--- config.mk ---
export PLATFORM = sky130hd
export DESIGN_NAME = acsp_device_flat
export DESIGN_NICKNAME = d
export VERILOG_FILES = /design/src/acsp_pkg.sv /design/src/acsp_if.sv /design/src/acsp_device.sv /design/src/acsp_sync.sv /design/src/flat_wrapper.sv
export SDC_FILE = /design/constraint.sdc
export NUM_CORES = 1
export LEC_CHECK = 0
export BUFFER_PORTS_ARGS = -buffer_cell sky130_fd_sc_hd__buf_2
export CORE_ASPECT_RATIO = 1.25
export CORE_UTILIZATION = 55
export DETAILED_ROUTE_END_ITERATION = 10
export HOLD_SLACK_MARGIN = 0.15
export PLACE_DENSITY = 0.74
export SLEW_MARGIN = 20
export SYNTH_ARGS = -nofsm -noshare
export SYNTH_HDL_FRONTEND = slang
export SYNTH_SLANG_ARGS = --single-unit
export TNS_END_PERCENT = 1
--- constraint.sdc ---
create_clock -name hclk -period 2.54 [get_ports hclk]
set_input_delay 0.381 -clock hclk [delete_from_list [all_inputs] [get_ports hclk]]
set_output_delay 0.381 -clock hclk [all_outputs]
set_load 0.005 [all_outputs]
--- src/acsp_pkg.sv ---
// constants, types and register map of the serial command port
// assumes a 20 MHz hclk shared by both ends of the link
package acsp_pkg;

    // ------------------------------------------------------------
    // word sizes and command byte layout
    // ------------------------------------------------------------
    typedef logic [23:0] acsp_word_type;
    typedef logic [7:0]  acsp_cmd_type;
    typedef logic [2:0]  acsp_tgt_type;
    typedef logic [4:0]  acsp_cnt_type;

    localparam acsp_cnt_type CMD_LAST  = 5'h07;
    localparam acsp_cnt_type DATA_LAST = 5'h17;
    localparam acsp_cnt_type DATA_BITS = 5'h18;
    localparam int           CMD_MARK  = 7;
    localparam int           TGT_HI    = 6;
    localparam int           TGT_LO    = 4;
    localparam int           DIR_POS   = 3;
    localparam int           PAD_HI    = 2;
    localparam int           WORD_MSB  = 23;

    // ------------------------------------------------------------
    // device registers selected by the target field
    // ------------------------------------------------------------
    localparam acsp_tgt_type TGT_RESULT = 3'h0;
    localparam acsp_tgt_type TGT_CONFIG = 3'h1;
    localparam acsp_tgt_type TGT_GAIN   = 3'h2;
    localparam acsp_tgt_type TGT_TRIM   = 3'h3;
    localparam acsp_tgt_type TGT_RATIO  = 3'h4;
    localparam acsp_tgt_type TGT_INPUT  = 3'h5;
    localparam acsp_tgt_type TGT_REF    = 3'h6;
    localparam acsp_tgt_type TGT_UNUSED = 3'h7;
    localparam int           NUM_REGS   = 7;

    // trim sign and magnitude sit at the top of the configuration word
    localparam int            TRIM_HI   = 23;
    localparam int            TRIM_LO   = 20;
    localparam int            TRIM_SRC  = 3;
    localparam acsp_word_type CFG_RESET = 24'h000000;

    // ------------------------------------------------------------
    // host register map, byte addresses on AHB-Lite
    // ------------------------------------------------------------
    localparam logic [7:0] HOST_CMD    = 8'h00;
    localparam logic [7:0] HOST_TX     = 8'h04;
    localparam logic [7:0] HOST_RX     = 8'h08;
    localparam logic [7:0] HOST_STATUS = 8'h0C;
    localparam int         LEN_HI      = 20;
    localparam int         LEN_LO      = 16;
    localparam int         ST_BUSY     = 0;
    localparam int         ST_DONE     = 1;

    // ------------------------------------------------------------
    // timing
    // ------------------------------------------------------------
    localparam int CLK_PERIOD_NS = 50;
    localparam int SCLK_HALF_NS  = 250;
    localparam int DECODE_NS     = 1000;
    localparam acsp_cnt_type SCLK_HALF_CYC =
        5'((SCLK_HALF_NS + CLK_PERIOD_NS - 1) / CLK_PERIOD_NS);
    localparam acsp_cnt_type DECODE_CYC =
        5'((DECODE_NS + CLK_PERIOD_NS - 1) / CLK_PERIOD_NS);

endpackage : acsp_pkg

--- src/acsp_if.sv ---
// link wires between the host controller and the converter port
// assumes the bench resolves the data-out wire from sdo_oe
`timescale 1ns/10ps
`default_nettype none

interface acsp_if;
    logic sclk;
    logic cs_n;
    logic sdi;
    logic sdo;
    logic sdo_oe;
    logic result_ready_n;

    modport dev  (input sclk, cs_n, sdi, output sdo, sdo_oe, result_ready_n);
    modport host (output sclk, cs_n, sdi, input sdo, sdo_oe, result_ready_n);
endinterface : acsp_if

`default_nettype wire

--- src/acsp_device.sv ---
// converter end of the serial command port: command decode,
// register file, word shifter and ready line
// assumes sclk, cs_n and sdi are asynchronous to hclk and much slower
//
// Added by the designer: the AHB-Lite register port.
`timescale 1ns/10ps
`default_nettype none

module acsp_device (
    input  wire logic           hclk,
    input  wire logic           hresetn,
    acsp_if.dev                 link,
    input  wire acsp_pkg::acsp_word_type result_word,
    input  wire logic           result_load,
    output acsp_pkg::acsp_word_type config_word,
    output logic                config_update,
    output acsp_pkg::acsp_word_type trim_word
);
    import acsp_pkg::*;

    // ------------------------------------------------------------
    // state
    // ------------------------------------------------------------
    typedef enum logic [4:0] {
        ST_CMD    = 5'b00001,
        ST_DECODE = 5'b00010,
        ST_READ   = 5'b00100,
        ST_WRITE  = 5'b01000,
        ST_DONE   = 5'b10000
    } acsp_dev_state_type;

    acsp_dev_state_type state_q;
    acsp_word_type      regs_q [NUM_REGS];
    acsp_word_type      shift_q;
    acsp_cnt_type       cnt_q;
    acsp_cnt_type       wait_q;
    acsp_tgt_type       tgt_q;
    logic               sclk_prev_q;
    logic               sdo_q;
    logic               sdo_oe_q;
    logic               ready_n_q;
    logic               cfg_upd_q;

    // ------------------------------------------------------------
    // pin synchronisers and edge detection
    // ------------------------------------------------------------
    logic [2:0] pins_raw;
    logic [2:0] pins_s;
    assign pins_raw = {link.sclk, link.cs_n, link.sdi};

    acsp_sync #(.WIDTH(3), .INIT(3'h2)) u_sync (
        .clk   (hclk),
        .rst_n (hresetn),
        .d     (pins_raw),
        .q     (pins_s)
    );

    wire sclk_s   = pins_s[2];
    wire cs_off   = pins_s[1];
    wire sdi_s    = pins_s[0];
    // edges only count while selected
    wire sclk_up  = !cs_off && sclk_s && !sclk_prev_q;
    wire sclk_dn  = !cs_off && !sclk_s && sclk_prev_q;

    // ------------------------------------------------------------
    // command decode
    // ------------------------------------------------------------
    acsp_cmd_type  cmd_w;
    acsp_tgt_type  cmd_tgt;
    logic          cmd_rd;
    logic          cmd_ok;
    acsp_word_type word_in;
    logic          wr_fire;

    assign cmd_w   = {shift_q[CMD_LAST-1:0], sdi_s};
    assign cmd_tgt = cmd_w[TGT_HI:TGT_LO];
    assign cmd_rd  = cmd_w[DIR_POS];
    // a bad frame is dropped and the port keeps listening
    assign cmd_ok  = cmd_w[CMD_MARK] && (cmd_w[PAD_HI:0] == 3'h0)
                     && (cmd_tgt != TGT_UNUSED)
                     && !(cmd_tgt == TGT_RESULT && !cmd_rd);
    assign word_in = {shift_q[WORD_MSB-1:0], sdi_s};
    assign wr_fire = (state_q == ST_WRITE) && sclk_up && (cnt_q == DATA_LAST);

    // ------------------------------------------------------------
    // port sequencer
    // ------------------------------------------------------------
    always_ff @(posedge hclk or negedge hresetn) begin
        if (!hresetn) begin
            state_q     <= ST_CMD;
            shift_q     <= '0;
            cnt_q       <= '0;
            wait_q      <= '0;
            tgt_q       <= TGT_RESULT;
            sclk_prev_q <= 1'b0;
            sdo_q       <= 1'b0;
            sdo_oe_q    <= 1'b0;
            ready_n_q   <= 1'b1;
        end else begin
            sclk_prev_q <= sclk_s;
            if (cs_off) begin
                // deselect aborts any phase, short result reads included
                state_q   <= ST_CMD;
                cnt_q     <= '0;
                sdo_oe_q  <= 1'b0;
                ready_n_q <= 1'b1;
            end else begin
                case (state_q)
                    ST_CMD: begin
                        if (sclk_up) begin
                            shift_q <= word_in;
                            cnt_q   <= cnt_q + 5'h01;
                            if (cnt_q == CMD_LAST) begin
                                cnt_q <= '0;
                                tgt_q <= cmd_tgt;
                                if (cmd_ok && cmd_rd) begin
                                    state_q <= ST_DECODE;
                                    wait_q  <= DECODE_CYC;
                                end else if (cmd_ok) begin
                                    state_q <= ST_WRITE;
                                end
                            end
                        end
                    end
                    ST_DECODE: begin
                        wait_q <= wait_q - 5'h01;
                        if (wait_q == 5'h01) begin
                            shift_q   <= regs_q[tgt_q];
                            sdo_q     <= regs_q[tgt_q][WORD_MSB];
                            sdo_oe_q  <= 1'b1;
                            ready_n_q <= 1'b0;
                            state_q   <= ST_READ;
                        end
                    end
                    ST_READ: begin
                        if (sclk_dn) begin
                            shift_q <= {shift_q[WORD_MSB-1:0], 1'b0};
                            sdo_q   <= shift_q[WORD_MSB-1];
                        end
                        if (sclk_up) begin
                            cnt_q <= cnt_q + 5'h01;
                            if (cnt_q == DATA_LAST) begin
                                state_q   <= ST_DONE;
                                ready_n_q <= 1'b1;
                            end
                        end
                    end
                    ST_WRITE: begin
                        if (sclk_up) begin
                            shift_q <= word_in;
                            cnt_q   <= cnt_q + 5'h01;
                            if (wr_fire) begin
                                state_q <= ST_CMD;
                                cnt_q   <= '0;
                            end
                        end
                    end
                    ST_DONE: begin
                        // hold the last bit until the host's closing fall
                        if (sclk_dn) begin
                            sdo_oe_q <= 1'b0;
                            state_q  <= ST_CMD;
                            cnt_q    <= '0;
                        end
                    end
                    default: begin
                        state_q <= ST_CMD;
                    end
                endcase
            end
        end
    end

    // ------------------------------------------------------------
    // register file
    // ------------------------------------------------------------
    // result refreshes only while the host has let go of the port
    wire result_take = result_load && cs_off;

    always_ff @(posedge hclk or negedge hresetn) begin
        if (!hresetn) begin
            regs_q[TGT_RESULT] <= '0;
        end else if (result_take) begin
            regs_q[TGT_RESULT] <= result_word;
        end
    end

    // trim field follows the trim register, writes to it are dropped
    always_ff @(posedge hclk or negedge hresetn) begin
        if (!hresetn) begin
            regs_q[TGT_CONFIG] <= CFG_RESET;
        end else if (wr_fire && tgt_q == TGT_CONFIG) begin
            regs_q[TGT_CONFIG] <= {regs_q[TGT_CONFIG][TRIM_HI:TRIM_LO],
                                   word_in[TRIM_LO-1:0]};
        end else if (wr_fire && tgt_q == TGT_TRIM) begin
            regs_q[TGT_CONFIG][TRIM_HI:TRIM_LO] <= word_in[TRIM_SRC:0];
        end
    end

    // calibration and trim words: plain stores
    for (genvar i = TGT_GAIN; i < NUM_REGS; i++) begin : g_reg
        always_ff @(posedge hclk or negedge hresetn) begin
            if (!hresetn) begin
                regs_q[i] <= '0;
            end else if (wr_fire && tgt_q == acsp_tgt_type'(i)) begin
                regs_q[i] <= word_in;
            end
        end
    end

    // new configuration is handed to the converter core at once
    always_ff @(posedge hclk or negedge hresetn) begin
        if (!hresetn) begin
            cfg_upd_q <= 1'b0;
        end else begin
            cfg_upd_q <= wr_fire && (tgt_q == TGT_CONFIG);
        end
    end

    // ------------------------------------------------------------
    // outputs
    // ------------------------------------------------------------
    assign link.sdo            = sdo_q;
    assign link.sdo_oe         = sdo_oe_q;
    assign link.result_ready_n = ready_n_q;
    assign config_word         = regs_q[TGT_CONFIG];
    assign config_update       = cfg_upd_q;
    assign trim_word           = regs_q[TGT_TRIM];

endmodule : acsp_device

`default_nettype wire

--- src/acsp_sync.sv ---
// two-flop synchroniser for a group of asynchronous levels
// assumes nothing reads the first stage but the second
`timescale 1ns/10ps
`default_nettype none

module acsp_sync #(
    parameter int             WIDTH = 1,
    parameter logic [WIDTH-1:0] INIT = '0
) (
    input  wire logic             clk,
    input  wire logic             rst_n,
    input  wire logic [WIDTH-1:0] d,
    output logic      [WIDTH-1:0] q
);
    logic [WIDTH-1:0] meta_q;

    for (genvar i = 0; i < WIDTH; i++) begin : g_bit
        always_ff @(posedge clk or negedge rst_n) begin
            if (!rst_n) begin
                meta_q[i] <= INIT[i];
                q[i]      <= INIT[i];
            end else begin
                meta_q[i] <= d[i];
                q[i]      <= meta_q[i];
            end
        end
    end
endmodule : acsp_sync

`default_nettype wire

--- src/flat_wrapper.sv ---
// flat-port wrapper written by rule: the top's interface ports become plain ports
module acsp_device_flat import acsp_pkg::*;
  (hclk, hresetn, result_word, result_load, config_word, config_update, trim_word, link_sclk, link_cs_n, link_sdi, link_sdo, link_sdo_oe, link_result_ready_n);
  acsp_if link_i ();
  input  wire logic hclk;
  input  wire logic hresetn;
  input  wire acsp_pkg::acsp_word_type result_word;
  input  wire logic result_load;
  output acsp_pkg::acsp_word_type config_word;
  output logic config_update;
  output acsp_pkg::acsp_word_type trim_word;
  input wire logic [$bits(link_i.sclk)-1:0] link_sclk;
  input wire logic [$bits(link_i.cs_n)-1:0] link_cs_n;
  input wire logic [$bits(link_i.sdi)-1:0] link_sdi;
  output wire logic [$bits(link_i.sdo)-1:0] link_sdo;
  output wire logic [$bits(link_i.sdo_oe)-1:0] link_sdo_oe;
  output wire logic [$bits(link_i.result_ready_n)-1:0] link_result_ready_n;
  assign link_i.sclk = link_sclk;
  assign link_i.cs_n = link_cs_n;
  assign link_i.sdi = link_sdi;
  assign link_sdo = link_i.sdo;
  assign link_sdo_oe = link_i.sdo_oe;
  assign link_result_ready_n = link_i.result_ready_n;
  acsp_device u_core (.hclk(hclk), .hresetn(hresetn), .link(link_i), .result_word(result_word), .result_load(result_load), .config_word(config_word), .config_update(config_update), .trim_word(trim_word));
endmodule
==> impl_metrics.py <==
metrics = {
    "clock_tree": {
        "cts_inserted_buffers": 23,
        "cts_tree": "yes",
        "cts_sinks": 220,
        "cts.clk_slew.worst_paths_ns": 0.06,
        "clock_latency_ns": 0.52,
        "clockBufferDepth": 3,
        "root_buffer": "clkbuf_16",
        "htree_levels": 1,
        "cts_resized": 0,
    },
    "status": {
        "status": "finished, final reports clean",
    },
    "setup_path": {
        "critPathArrivalTime_ns": 2.75,
        "r2r_cells": 7,
        "required_ns": 2.92,
        "cp-start-kind": "flop",
        "regToRegSetupSlack_ns": 0.17,
        "r2r_start": "u_core.wait_q[1]",
        "critical_path_class": "flop to flop",
        "endpoint_kind": "flop",
        "worstReg2RegEnd": "u_core.shift_q[19]",
        "critPathMaxFanout": 23,
    },
    "timing": {
        "rsz0062_at_grt": "no",
        "drv_slew": 0,
        "maxSlewHeadroom_pct": 53.1,
        "fmax_mhz": 422,
        "period_share_pct": 93.2,
        "final_hold_viol_count": 0,
        "tightestPinTransition_ns": 0.701,
        "setup_viol": 0,
        "clock_skew_ns": 0.0311,
        "final.setup.tns_ns": 0,
        "finalCriticalPeriod_ns": 2.37,
    },
    "finish": {
        "drive_above_1_share_pct": 39.6,
        "fin_area_um2": 12200,
        "fin_cells": 1154,
        "diodes": 0,
        "nets": 939,
        "synthToLayoutAreaGrowth_pct": 13.3,
        "final_util_pct": 64.2,
    },
    "synth": {
        "netlist.top_cell.by_area": "dfrtp_1",
        "synthCells": 840,
        "synth-compound-area-share_pct": 8.36,
        "yosys.area_share.xor_xnor_pct": 0.163,
        "syn_area_per_cell_um2": 12.8,
        "synth-seq-cells": 220,
        "synth_area_um2": 10700,
        "synthSimpleGateAreaFrac_pct": 6.67,
        "synth_fa_ha_area_share_pct": 0.350,
        "synth_cell_types": 68,
        "synth_top_family_by_area": "multiplexers",
        "muxShareOfSynthArea_pct": 27.0,
        "synth_top_area_share_pct": 50.4,
        "synthFlopType": "dfrtp_1",
        "synthMostInstantiatedCell": "dfrtp_1",
        "synth.top_cells.by_count": "dfrtp_1 (216), mux2_2 (170), mux2i_1 (71)",
        "synth_warnings": 0,
        "mappedNetlistNets": 873,
        "synth_area_leaders": "dfrtp_1 (50%), mux2_2 (18%), mux2i_1 (6.6%)",
        "synth_edf_count": 0,
        "seq_area_frac_synth_pct": 51.4,
        "synthArstFlopShare_pct": 100,
    },
    "routing": {
        "route.detailed.drc": 0,
        "via_per_inst": 5.98,
        "wl_per_cell_um": 20.5,
        "drtIter0Drc": 379,
        "vias": 6900,
        "drt-total-wl_um": 23600,
        "dr.pass1.iters": 4,
        "drtAntennaViolNets": 0,
    },
    "place": {
        "place_congestion": 0.856,
        "placed_cells": 1085,
        "numPortBuffers": 81,
        "detailed_place_hpwl_um": 15100,
        "place_area_um2": 11100,
    },
    "die": {
        "initial_core_util_pct": 56.7,
        "die_h_um": 158,
        "rows": 56,
        "die_area_um2": 20100,
        "fp.dieW_um": 127,
        "core_area_um2": 18900,
        "pin_count": 82,
    },
    "global_routing": {
        "antenna_found_initial": 0,
        "grt_max_degree": 78,
        "grt_overflow": 0,
        "grt_pass1_vias": 7226,
        "grt_pass1_wl_um": 38200,
        "grt_usage_pct": 24.3,
    },
    "worst_hold_path": {
        "hp-start": "u_core.u_sync.meta_q[0]",
        "hold_path_class": "flop to flop",
        "min_to": "u_core.u_sync.q[0]",
        "holdPathStages": 0,
    },
    "pwr": {
        "ir_worst_vdd_v": 0.000540,
        "p_per_area_nw_per_um2": 629,
        "p_leak_nw": 5.81,
        "power_w": 0.00764,
    },
    "job": {
        "drv_cap": 0,
    },
}
[how the worst max path moves through the flow]
stage,cells after the start,to,start
finish,7,u_core.shift_q[19],u_core.wait_q[1]
global route,6,u_core.regs_q[36],u_core.cnt_q[0]
global placement,7,u_core.shift_q[12],u_core.wait_q[1]
floorplan,8,u_core.shift_q[12],u_core.wait_q[1]
detailed placement,7,u_core.shift_q[14],u_core.wait_q[1]
CTS,7,u_core.shift_q[14],u_core.wait_q[1]
[what timing repair did]
| action | CTS | global route |
|---|---|---|
| hold buffers | 28 | 0 |
| endpoints found under the hold margin | 95 | 0 |
| buffers inserted | 0 | 0 |
[worst max-delay path, stage by stage (launching register included)]
cell and delay, ns:
dfrtp_1 0.37, inv_1 0.09, ha_1 0.14, nor4b_2 0.26, and4b_4 0.27, a211oi_4 0.26, o21a_4 0.43, mux2_2 0.39
[cell usage in the layout (no fill, tap or decap), types with 4 or more instances in the layout]
master         netlist  layout
nor2_1              16      15
clkbuf_8             0       7
nor2b_1              8       6
a31o_2              18      18
nor2_2               4       5
dfstp_2              4       4
mux2i_1             71      71
clkbuf_1            20       7
a21oi_1              9       9
o21ai_0              9       9
mux2_2             170     170
dlygate4sd3_1        0      28
buf_2               21      80
a31o_1               4       4
buf_4               54      30
mux2_1              24      24
nand3_1              8       8
a22oi_1             23      23
nand2_1             36      36
clkbuf_16            0      23
and2_1              22      22
nor3_1               4       4
o211ai_1            23      23
dfrtp_1            216     215
inv_1                6       6
[power by group]
group,switching [W],internal (W)
logic,0.000227,0.000238
clock network,0.00135,0.00208
registers,0.000139,0.00361
[per-stage QoR]
step / worst slack (ns) / hold slack [ns]
global route: 0.0622 / 0.366
detailed placement: 0.206 / 0.336
finish: 0.172 / 0.354
global placement: 0.307 / 0.337
CTS: 0.181 / 0.353
floorplan: 0.534 / 0.0854
[registers in the layout, indices dropped and copies added (netlist names), 3 cells and up]
name	count
u_core.u_sync.meta_q	3
u_core.config_word	24
u_core.trim_word	24
u_core.shift_q	23
u_core.regs_q	120
u_core.cnt_q	5
u_core.state_q	5
u_core.u_sync.q	3
u_core.wait_q	5
u_core.tgt_q	3
[area by class of cell]
| cell class | instances | area [µm²] |
|---|---|---|
| clock inverters | 4 | 73.8 |
| well taps | 232 | 290 |
| multi-input cells | 513 | 4570 |
| fillers | 1416 | 6770 |
| flip-flops and latches | 220 | 5510 |
| clock buffers | 37 | 698 |
| repair buffers | 142 | 981 |
| inverters | 6 | 22.5 |
[kinds of logic after synthesis]
logic type,Yosys count
adder cells (fa/ha/maj),3
AND/OR/NAND/NOR,128
XOR/XNOR,2
multiplexers,265
buffers and inverters,107
flip-flops,220
AO/OA/AOI/OAI,115
[layer usage]
| metal | routed length, µm | GRT usage [%] |
|---|---|---|
| met5 | 0 | 0 |
| met3 | 825 | 2.91 |
| met4 | 435 | 7.48 |
| met1 | 10100 | 31.5 |
| met2 | 12300 | 42.6 |
Note: power is estimated with default switching activity, not from simulation.
